## src/tdsc_map.svh

```systemverilog
`ifndef TDSC_MAP_SVH
`define TDSC_MAP_SVH
// register numbers on the configuration port
`define TDSC_OFS_PERM      8'h04
`define TDSC_OFS_DBGIRQ    8'h05
`define TDSC_OFS_CLKDIV    8'h06
`define TDSC_OFS_SECURITY  8'h07
// debug write permission fields
`define TDSC_PERM_ALL_BIT  31
`define TDSC_PERM_SYS_BIT  0
`define TDSC_PERM_MASK     32'h8000_0001
// debug interrupt fields
`define TDSC_IRQ_REQ_BIT   0
`define TDSC_IRQ_MODE_BIT  1
// clock divider fields
`define TDSC_DIV_OFF_BIT   31
`define TDSC_DIV_MASK      32'h8000_ffff
// security word fields
`define TDSC_SEC_WLOCK_BIT 31
`define TDSC_SEC_GDBG_BIT  14
`define TDSC_SEC_ALLOTP    12
`define TDSC_SEC_SECT_HI   11
`define TDSC_SEC_SECT_LO   8
`define TDSC_SEC_BOOT_BIT  5
`define TDSC_SEC_JPLL_BIT  4
`define TDSC_SEC_JTAP_BIT  0
`define TDSC_SEC_MASK      32'h8000_5fb1
// reset value of every writable register
`define TDSC_RESET_WORD    32'h0000_0000
`endif

```

## src/tdsc_pkg.sv

```systemverilog
package tdsc_pkg;
	// origin of a configuration request
	typedef enum logic [1:0] {
		SRC_SYSTEM_SWITCH,
		SRC_MAILBOX_PATH,
		SRC_JTAG,
		SRC_OTHER
	} tdsc_src_e;

	// complete register state of the block
	typedef struct packed {
		logic [31:0] perm;        // debug write permission
		logic        irq_req;     // debug interrupt request
		logic        dbg_mode;    // sampled processor debug mode
		logic        clk_off;     // tile clock gate off
		logic [15:0] div_ratio;   // divider ratio
		logic        div_active;  // divider running
		logic [31:0] sec;         // security word copy
		logic [3:0]  otp_lock;    // per-sector lock
		logic        rsp_valid;   // answer strobe
		logic        rsp_refused; // write refused
		logic [31:0] rsp_rdata;   // read data
	} tdsc_state_s;
endpackage

```

## src/tdsc_regs.sv

```systemverilog
`timescale 1ns/1ps
`include "tdsc_map.svh"
// Behaviour
// - perm bit 31 blocks all debug writes
// - perm bit 0 blocks system switch writes
// - irq bit 0 raises debug interrupt
// - irq bit 1 reads processor debug mode
// - divider bit 31 gates tile clock off
// - divider bits 15:0 give clock ratio
// - divider works only when control enables
// - security register shows loaded OTP word or a permitted write, masked by TDSC_SEC_MASK
// - security bit 31 refuses security register writes
// - security bit 14 blocks global debug
// - security bit 12 locks all sectors
// - security bits 11:8 lock single sectors
// - security bit 5 forces OTP boot
// - security bit 4 denies JTAG PLL/boot
// - security bit 0 denies JTAG TAP
module tdsc_regs (
	// clock and reset
	input  wire logic                 core_clk,
	input  wire logic                 rst_n,
	// configuration request
	input  wire logic                 req_valid,
	input  wire logic                 req_write,
	input  wire tdsc_pkg::tdsc_src_e  req_src,
	input  wire logic [7:0]           req_addr,
	input  wire logic [31:0]          req_wdata,
	// configuration answer
	output logic                      rsp_valid,
	output logic                      rsp_refused,
	output logic [31:0]               rsp_rdata,
	// security word from OTP
	input  wire logic                 otp_word_valid,
	input  wire logic [31:0]          otp_word,
	// processor and tile control
	input  wire logic                 cpu_debug_mode,
	input  wire logic                 tile_div_enable,
	output logic                      debug_irq,
	output logic                      tile_clk_off,
	output logic [15:0]               tile_div_ratio,
	output logic                      tile_div_active,
	// security controls
	output logic                      global_debug_block,
	output logic [3:0]                otp_sector_lock,
	output logic                      boot_from_otp,
	output logic                      jtag_pll_boot_deny,
	output logic                      jtag_tap_deny
);
	////////////////////////////////////////////////////////////////////////
	tdsc_pkg::tdsc_state_s st;       // registered state
	tdsc_pkg::tdsc_state_s next_st;  // next state
	logic                  dbg_wr_ok;  // debug register write allowed
	logic                  wr;         // write request this cycle
	logic [31:0]           rd_word;    // decoded read value

	////////////////////////////////////////////////////////////////////////
	// write protection of the debug registers
	always_comb begin
		dbg_wr_ok = 1'b1;
		if (st.perm[`TDSC_PERM_ALL_BIT]) begin
			dbg_wr_ok = 1'b0;
		end else if (st.perm[`TDSC_PERM_SYS_BIT] && req_src == tdsc_pkg::SRC_SYSTEM_SWITCH) begin
			dbg_wr_ok = 1'b0;
		end
	end

	// read decode, reserved bits zero
	always_comb begin
		rd_word = 32'h0000_0000;
		if (req_addr == `TDSC_OFS_PERM) begin
			rd_word = st.perm;
		end else if (req_addr == `TDSC_OFS_DBGIRQ) begin
			rd_word[`TDSC_IRQ_REQ_BIT]  = st.irq_req;
			rd_word[`TDSC_IRQ_MODE_BIT] = st.dbg_mode;
		end else if (req_addr == `TDSC_OFS_CLKDIV) begin
			rd_word[`TDSC_DIV_OFF_BIT] = st.clk_off;
			rd_word[15:0]              = st.div_ratio;
		end else if (req_addr == `TDSC_OFS_SECURITY) begin
			rd_word = st.sec;
		end
	end

	////////////////////////////////////////////////////////////////////////
	// next state of every register
	always_comb begin
		next_st             = st;
		wr                  = req_valid && req_write;
		next_st.rsp_valid   = req_valid;
		next_st.rsp_refused = 1'b0;
		next_st.rsp_rdata   = (req_valid && !req_write) ? rd_word : 32'h0000_0000;
		next_st.dbg_mode    = cpu_debug_mode;
		next_st.div_active  = tile_div_enable;
		// debug registers
		if (wr && (req_addr == `TDSC_OFS_PERM || req_addr == `TDSC_OFS_DBGIRQ
			|| req_addr == `TDSC_OFS_CLKDIV)) begin
			if (!dbg_wr_ok) begin
				next_st.rsp_refused = 1'b1;
			end else if (req_addr == `TDSC_OFS_PERM) begin
				next_st.perm = req_wdata & `TDSC_PERM_MASK;
			end else if (req_addr == `TDSC_OFS_DBGIRQ) begin
				next_st.irq_req = req_wdata[`TDSC_IRQ_REQ_BIT];
			end else begin
				next_st.clk_off   = req_wdata[`TDSC_DIV_OFF_BIT];
				next_st.div_ratio = req_wdata[15:0];
			end
		end
		// security word: OTP load, else a permitted write
		if (otp_word_valid) begin
			next_st.sec = otp_word & `TDSC_SEC_MASK;
		end else if (wr && req_addr == `TDSC_OFS_SECURITY) begin
			if (st.sec[`TDSC_SEC_WLOCK_BIT]) begin
				next_st.rsp_refused = 1'b1;
			end else begin
				next_st.sec = req_wdata & `TDSC_SEC_MASK;
			end
		end
		// sector locks follow the word held
		next_st.otp_lock = next_st.sec[`TDSC_SEC_SECT_HI:`TDSC_SEC_SECT_LO]
			| {4{next_st.sec[`TDSC_SEC_ALLOTP]}};
	end

	// state register
	always_ff @(posedge core_clk or negedge rst_n) begin
		if (!rst_n) begin
			st <= '0;
		end else begin
			st <= next_st;
		end
	end

	////////////////////////////////////////////////////////////////////////
	// outputs straight from state
	assign rsp_valid          = st.rsp_valid;
	assign rsp_refused        = st.rsp_refused;
	assign rsp_rdata          = st.rsp_rdata;
	assign debug_irq          = st.irq_req;
	assign tile_clk_off       = st.clk_off;
	assign tile_div_ratio     = st.div_ratio;
	assign tile_div_active    = st.div_active;
	assign global_debug_block = st.sec[`TDSC_SEC_GDBG_BIT];
	assign otp_sector_lock    = st.otp_lock;
	assign boot_from_otp      = st.sec[`TDSC_SEC_BOOT_BIT];
	assign jtag_pll_boot_deny = st.sec[`TDSC_SEC_JPLL_BIT];
	assign jtag_tap_deny      = st.sec[`TDSC_SEC_JTAP_BIT];
endmodule // tdsc_regs
```

## config.mk

```make
export PLATFORM = sky130hd
export DESIGN_NAME = tdsc_regs
export DESIGN_NICKNAME = d
export VERILOG_FILES = /design/src/tdsc_pkg.sv /design/src/tdsc_regs.sv
export VERILOG_INCLUDE_DIRS = /design/src /design/src/src
export SDC_FILE = /design/constraint.sdc
export NUM_CORES = 1
export LEC_CHECK = 0
export BUFFER_PORTS_ARGS = -buffer_cell sky130_fd_sc_hd__buf_2
export CAP_MARGIN = 20
export CELL_PAD_IN_SITES_DETAIL_PLACEMENT = 0
export CELL_PAD_IN_SITES_GLOBAL_PLACEMENT = 2
export CORE_MARGIN = 2
export CORE_UTILIZATION = 24
export DETAILED_ROUTE_END_ITERATION = 8
export GPL_ROUTABILITY_DRIVEN = 1
export PLACE_DENSITY_LB_ADDON = 0.05
export SYNTH_ARGS = -nofsm -noshare
export SYNTH_HDL_FRONTEND = slang
export SYNTH_SLANG_ARGS = --single-unit
```

## constraint.sdc

```tcl
create_clock -name core_clk -period 1.7 [get_ports core_clk]
set_input_delay 0.17 -clock core_clk [delete_from_list [all_inputs] [get_ports core_clk]]
set_output_delay 0.17 -clock core_clk [all_outputs]
set_load 0.02 [all_outputs]
```

; ---- After elaboration in Yosys (flattened, before gate mapping)
; Cells that the tools add are included.
[classes]
n_mux = 18
n_eq_ne = 5
reduce_logical = 14
bitwise_logic = 3
[ops]
columns = op, n
row1 = $mux W32, 6
row2 = $eq A8 B3 Y1 const B, 4
row3 = $mux W30, 1
row4 = $mux W16, 1
row5 = $mux W15, 1
row6 = $mux W1, 8
row7 = $reduce_and A4 Y1, 2
row8 = $logic_and A1 B1 Y1, 5
row9 = $or A4 B4 Y4, 1
row10 = $reduce_and A3 Y1, 1
row11 = $logic_not A2 Y1, 1
row12 = $logic_or A1 B1 Y1, 2
row13 = $mux W2, 1
row14 = $ne A2 B2 Y1 const B, 1
row15 = $not A1 Y1, 2
row16 = $reduce_and A2 Y1, 1
row17 = $reduce_bool A2 Y1, 1
row18 = $logic_not A1 Y1, 1
[word_totals]
reg_bits = 92
output_inout_bits = 61
input_bits = 81

; ---- Longest topological paths before layout
; Gate-level depths: netlist (run 1).
[depth]
depth_word = 9
ltp_mapped = 5

; ---- Worst setup path after synthesis (run 1)
; Ideal clock, no wire load.
[synth_path]
path_type = in2reg
start = in req_addr[5]
end = reg st, in the netlist tile_div_ratio[10]
required_ps = 1575
path_stages = 5
path_buffers = 1
slack_ps = -32
setup_ps = 125
t_arrival_ps = 1607
cell_sequence = nor4_4 nand2_2 nor4_4 buf_6 mux2_2
[synth_via]
elab_chain_len = 5
[synth_rtl]
columns = element, line
row1 = start: declaration, tdsc_regs.sv:27  ; input wire logic [7:0] req_addr,
row2 = $eq A8 B3 Y1 (no line), --
row3 = $logic_or A1 B1 Y1 (no line) (2 in series), --
row4 = $logic_and A1 B1 Y1, tdsc_regs.sv:95  ; if (wr && (req_addr == `TDSC_OFS_PERM || req_addr == `TDSC_OFS_DBGIRQ
row5 = $reduce_and A4 Y1 (no line) *, --
row6 = end signal: assignment, tdsc_regs.sv:128  ; st <= next_st;
row7 = end: declaration, tdsc_regs.sv:51  ; tdsc_pkg::tdsc_state_s st;
; Mark *: on every way between the ends. The rest lies on a longest branch, timed or not.
; A chain may end at the register's enable or synchronous reset.

==> metrics, run 1 <==
status=complete, no violations; commonest non-fill, non-tap cell in the layout=buf_2; critical path fanouts, max=5; crit path to=otp_sector_lock[1]; share of layout cells above drive strength 1=0.505; die footprint=12,400 um2; Multi-input gate area=between 900 and 1000 um2; GRT overflow=0; reg-to-reg startpoint=st[69]; Remaining DRCs=0; Sw Share=0.233; Reg2Reg Setup Slack=between 0.1 and 0.15 ns; final hold slack=between 0.07 and 0.08 ns; net switching power=840 uW; initial antenna violation count=0; initial DRC count=20; logic gate share of total power=0.097; cells on worst reg2reg path=4; Yosys cell types=31; Leak=between 1.5 and 2 nW; pre-CTS WS=-0.138 ns; Final Hold Fails=0; Vias/cell=4.09; peak supply drop=around 0.33 mV; clock sink total=57; Tmin final=1.63 ns; TritonCTS clock tree=yes; Yosys Warn Count=0; Cell Area, Synth=about 2800 um2; Worst-path clk slew=~0.05 ns; Die Height=roughly 110 um; Final Setup Violations=0; clock network power share=0.503; Routed WL=between 6 and 7 mm; first-pass GRT wire length=around 11 mm; setup TNS=0 ns; gpl congestion=0.639; FMAX=around 610 MHz; Hold/Removal Path Class=input pin to flop; most frequent cells in the layout=buf_2, dfrtp_1, nor2_1, mux2i_1, mux2_2; max-capacitance violation count=0; syn avg cell area=approximately 12 um2; H-tree depth=3; Arrival @ worst endpoint=approximately 1.8 ns; DR WL/cell=approximately 15 um; TritonCTS Buffers=9; Final period util=0.960; post-place instance area=between 3000 and 4000 um2; Root Driver=clkbuf_16; Worst Path Class, Setup=input pin to flop; Tot GR Track Use=0.119; fin worst setup slack=between 0.06 and 0.07 ns; Clk Latency, worst-skew pair=0.32 ns; vias=~1.9k; CP Launch Point=req_valid; Die Width=111 um; fin nets=390; Yosys reg bits=57; PortBufs=105; post-route cell area=between 3000 and 4000 um2; R2R Path End=otp_sector_lock[1]; vias in the first global route=1,943; Pwr Density=1030 nW/um2; ant diodes=0; initial core utilization=0.243; Rel. slew slack=0.658; Core Area=about 11,000 um2; Post-Synthesis Cells=roughly 240; Seq pwr share=0.400; Cell Int Power=between 2 and 3 mW; Syn-to-layout area delta=26.4%; clock tree buffer depth=2; Final ANT Viol Nets=0; RSZ-0062 raised after global routing=false; Worst-Margin Slew=0.513 ns; fin. max-slew vios=0; sequential cell area fraction in the yosys report=0.518; I/O pins=~140; Power, Total=around 3.6 mW; DR pass1 iterations=4; Site Rows=39; Crit. End Element=flop; Final HPWL DP=roughly 5.0 mm; # fillers=around 1.2k; Worst Path Required=~1.9 ns; register area=between 1000 and 1500 um2; startpoint types=input pin; Mapped Nets=~320; pin count of the biggest net entering global routing=42; Clock Skew=just under 0.006 ns
[final cells by class]
cell class / count / area share
sequential: 57 / 0.409
multi-input combinational: 119 / 0.260
timing repair buffer: 121 / 0.193
clock buffer: 13 / 0.0747
tap: 143 / 0.0514
clock inverter: 2 / 0.0108
inverter: 1 / 0.00108
[state kept, by name, summed over array words and instances, names as in the netlist]
| name | count |
|---|---|
| rsp_valid | 1 |
| boot_from_otp | 1 |
| tile_div_active | 1 |
| st | 10 |
| global_debug_block | 1 |
| rsp_refused | 1 |
| otp_sector_lock | 4 |
| tile_clk_off | 1 |
| debug_irq | 1 |
| jtag_pll_boot_deny | 1 |
| jtag_tap_deny | 1 |
| rsp_rdata | 18 |
| tile_div_ratio | 16 |
[worst max-delay path: stages]
cell           delay (ns)
dlygate4sd3_1        0.52
buf_2                0.14
and4b_1              0.20
nand3_1              0.12
or3_4                0.40
o221a_2              0.28
[timing repair]
item                       in CTS  in global routing
hold buffers                    4                  0
setup buffers                   0                  0
setup endpoints to repair       0                  4
resized for setup               0                  2
hold endpoints to repair       19                  0
[logic make-up after synthesis]
family	synth area share
buf+inv	0.156
flops	0.518
simple gates	0.116
mux	0.158
compound gates	0.0504
other cells	0.00136
[metrics by stage]
step,instances,utilization
2_1_floorplan,236,-
3_5_place_dp,437,0.277
4_1_cts,456,0.307
3_3_place_gp,437,0.277
5_1_grt,456,0.308
6_report,456,0.308
[worst min-delay path by stage]
stage                        from                  to  slack (ns)  cells after the start
global placement            rst_n           rsp_valid        0.15                      1
global route         req_wdata[1]   tile_div_ratio[1]        0.07                      2
finish               otp_word[31]              st[69]        0.08                      2
CTS                 req_wdata[13]  tile_div_ratio[13]        0.06                      2
floorplan                   rst_n       boot_from_otp       -0.13                      0
detailed placement          rst_n           rsp_valid        0.15                      1
[synthesized netlist by cell type (all sizes together)]
master / instances / area share
nand3: 4 / 0.0073
a31oi: 1 / 0.0023
mux2i: 20 / 0.073
nand4: 2 / 0.0045
a21oi: 12 / 0.022
and4b: 1 / 0.0036
nor2: 25 / 0.034
conb: 1 / 0.0014
and3b: 1 / 0.0032
nand2: 5 / 0.0077
o21a: 1 / 0.0027
nor4: 3 / 0.018
mux2: 19 / 0.078
a21o: 2 / 0.0054
dfrtp: 57 / 0.52
mux4: 1 / 0.0082
nor4b: 1 / 0.0032
buf: 55 / 0.15
and2: 5 / 0.011
inv: 1 / 0.0014
o221a: 4 / 0.016
nand3b: 2 / 0.0054
clkbuf: 4 / 0.0054
o21ai: 1 / 0.0018
or3: 5 / 0.011
nor2b: 3 / 0.0068
[power by group through the flow]
stage	Clock (mW)	Sequential (mW)	Combinational, mW
floorplan	0	1.47	0.205
global placement	0	1.46	0.352
detailed placement	0	1.46	0.352
CTS	1.88	1.44	0.360
global route	1.95	1.45	0.386
finish	1.81	1.44	0.349
[per-layer routing]
layer / routed length [um] / up-vias / track usage
met5: 0 / - / 0
met4: 112 / 0 / 0.0626
met3: 370 / 8 / 0.0323
met2: 3400 / 60 / 0.197
met1: 3020 / 886 / 0.141
li1: - / 909 / -
(Power assumes the default switching activity.)
==> run 2, diff against run 1 <==
--- a/config.mk
+++ b/config.mk
@@ -8,12 +8,12 @@
 export LEC_CHECK = 0
 export BUFFER_PORTS_ARGS = -buffer_cell sky130_fd_sc_hd__buf_2
 export CAP_MARGIN = 20
-export CELL_PAD_IN_SITES_DETAIL_PLACEMENT = 0
-export CELL_PAD_IN_SITES_GLOBAL_PLACEMENT = 2
 export CORE_MARGIN = 2
-export CORE_UTILIZATION = 24
+export CORE_UTILIZATION = 29
+export CTS_BUF_LIST = sky130_fd_sc_hd__clkbuf_8
 export DETAILED_ROUTE_END_ITERATION = 8
 export GPL_ROUTABILITY_DRIVEN = 1
+export HOLD_SLACK_MARGIN = 0.1
 export PLACE_DENSITY_LB_ADDON = 0.05
 export SYNTH_ARGS = -nofsm -noshare
 export SYNTH_HDL_FRONTEND = slang
==> run 2 against run 1 <==
Core utilization increased by 8.6 points. Count of clock-buffer cells in the layout decreased by 4. Design area increased by 4.4%. Combinational power increased by 14%. Via count increased by 6.5%. Cell count increased by 3.1%. Largest cell class unchanged.
==> metrics, run 2 (same netlist as run 1, synthesis figures left out) <==
Root Driver=clkbuf_8; cells along the critical path=dlygate4sd3_1, buf_2, and4b_1, nand3_1, or3_1, o221a_2; Clk Latency, worst-skew pair=0.33 ns (about the same); commonest non-fill, non-tap cell in the layout=buf_2; TritonCTS clock tree=yes; GRT overflow=0 (unchanged); initial core utilization=0.298 (+0.0548); Arrival @ worst endpoint=1.86 ns (+0.03 ns); Vias/cell=4.22 (+3.3%); DR pass1 iterations=4 (unchanged); Die Height=101 um (-8.7%); initial DRC count=40 (+100%); cells on worst reg2reg path=4 (unchanged); critical path depth=6 (unchanged); TritonCTS Buffers=9 (unchanged); fin. max-slew vios=0 (unchanged); Leak=1.91 nW (+3.4%); max FFs per register=18 (unchanged); Syn-to-layout area delta=32.0%; WP buf/inv=2 (unchanged); I/O pins=142 (unchanged); Hold Crit Depth=3 (+1); Core Area=9240 um2 (-18%); Final Setup Violations=0 (unchanged); number of gates resized after CTS=0 (unchanged); FMAX=610 MHz (-0.39%); peak supply drop=0.292 mV (-12%); vias=1,984 (+6.5%); DR WL/cell=13.9 um (-8.5%); PortBufs=105 (unchanged); gpl congestion=0.705 (+10%); Tot GR Track Use=0.138 (+0.0187); Final ANT Viol Nets=0 (unchanged); Tmin final=1.64 ns (+0.00631 ns); max-capacitance violation count=0 (unchanged); status=complete, no violations; Final HPWL DP=4.47 mm (-11%); critical path fanouts, max=5 (unchanged); Worst Path Required=1.92 ns (+0.02 ns); Pwr Density=851 nW/um2 (-18%); setup bufs post-CTS=0 (unchanged); pre-CTS WS=-0.147 ns (-0.00843 ns); vias in the first global route=2,080 (+7.1%); Remaining DRCs=0 (unchanged); Final Hold Fails=0 (unchanged); fin nets=417 (+6.9%); Die Width=101 um (-8.7%); first-pass GRT wire length=10.6 mm (-3.5%); Worst-path clk slew=0.07 ns (+0.02 ns); clock sink total=57 (unchanged); setup TNS=0 ns (unchanged); ant diodes=0 (unchanged); CP top delay family=simple AND/OR/NAND/NOR gates; Worst Path Class, Setup=input pin to flop; Crit. End Element=flop; RSZ-0062 raised after global routing=false; clock tree buffer depth=2 (unchanged); most frequent cells in the layout=buf_2, dfrtp_1, dlygate4sd3_1, nor2_1, mux2i_1; Crit-path slowest cell=dlygate4sd3_1; pin count of the biggest net entering global routing=58 (+38%); initial antenna violation count=0 (unchanged); Hold/Removal Path Class=input pin to flop; # fillers=937 (-23%); die footprint=10,300 um2 (-17%); fin worst setup slack=0.0617 ns (-0.00631 ns); startpoint types=input pin; Site Rows=35 (-10%); share of layout cells above drive strength 1=0.469 (-0.0356); Final period util=0.964 (+0.00371); Routed WL=6.51 mm (-5.7%); H-tree depth=3 (unchanged); Clock Skew=0.00736 ns (+0.00159 ns); slowest stage delay, CP=0.53 ns (about the same); Util after Layout=0.394 (+0.0859)
## run 2: cell count changes in the layout (fill, tap and decap cells not counted), sizes merged
cell,previous run,this run
dlygate4sd3,4,31
clkinvlp,1,3
clkbuf,13,9
clkinv,0,3
## run 2: worst paths after layout
check | from | endpoint | slack [ns]
min in group asynchronous | rst_n | tile_div_ratio[10] | 0.37
worst min register to register | tile_div_ratio[2] | rsp_rdata[2] | 0.49
worst max-delay path | req_valid | otp_sector_lock[0] | 0.06
worst max register to register | st[121] | tile_clk_off | 0.16
worst min-delay path | otp_word[12] | st[50] | 0.15
max in group asynchronous | rst_n | tile_div_ratio[6] | 1.07
## run 2: stage by stage
step	area [um2]	power (mW)	instances	hold WS, ns
after detailed placement	3130	1.81	423	0.209
after CTS	3640	3.17	470	0.119
after floorplan	2760	1.68	236	-0.126
after global placement	3130	1.81	423	0.209
after global routing	3640	3.26	470	0.173
final	3640	3.09	470	0.149
## run 2: layer usage
metal  routed length (um)  GRT usage  up-vias
li1                     -          -      957
met1                 2970      0.171      951
met2                 3130      0.225       71
met3                  357     0.0504        5
met4                   55     0.0405        0
met5                    0          0        -
## run 2: timing repair
action | 4_1_cts | 5_1_grt
endpoints found under the hold margin | 88 | 0
hold buffers | 31 | 0
endpoints found under the setup margin | 0 | 0
## run 2: cell type report
type                            count  area, um2  share of cell area
Inverter                            1       3.75             0.00103
Timing Repair Buffer              148        951               0.261
Multi-Input combinational cell    119        900               0.247
Clock inverter                      7       71.3              0.0196
Tap cell                          129        161              0.0444
Clock buffer                        9        124              0.0341
Sequential cell                    57       1430               0.392
## run 2: worst min-delay path, cell delays in order
cell	delay (ns)
buf_2	0.13
nor2_1	0.09
a21oi_1	0.04
## run 2: power by group
| group | leakage (nW) | internal (mW) | switching [mW] | total, mW |
|---|---|---|---|---|
| Combinational | 1.08 | 0.189 | 0.209 | 0.398 |
| Sequential | 0.738 | 1.40 | 0.0330 | 1.44 |
| Clock | 0.0912 | 0.673 | 0.585 | 1.26 |
| Total | 1.91 | 2.27 | 0.828 | 3.09 |
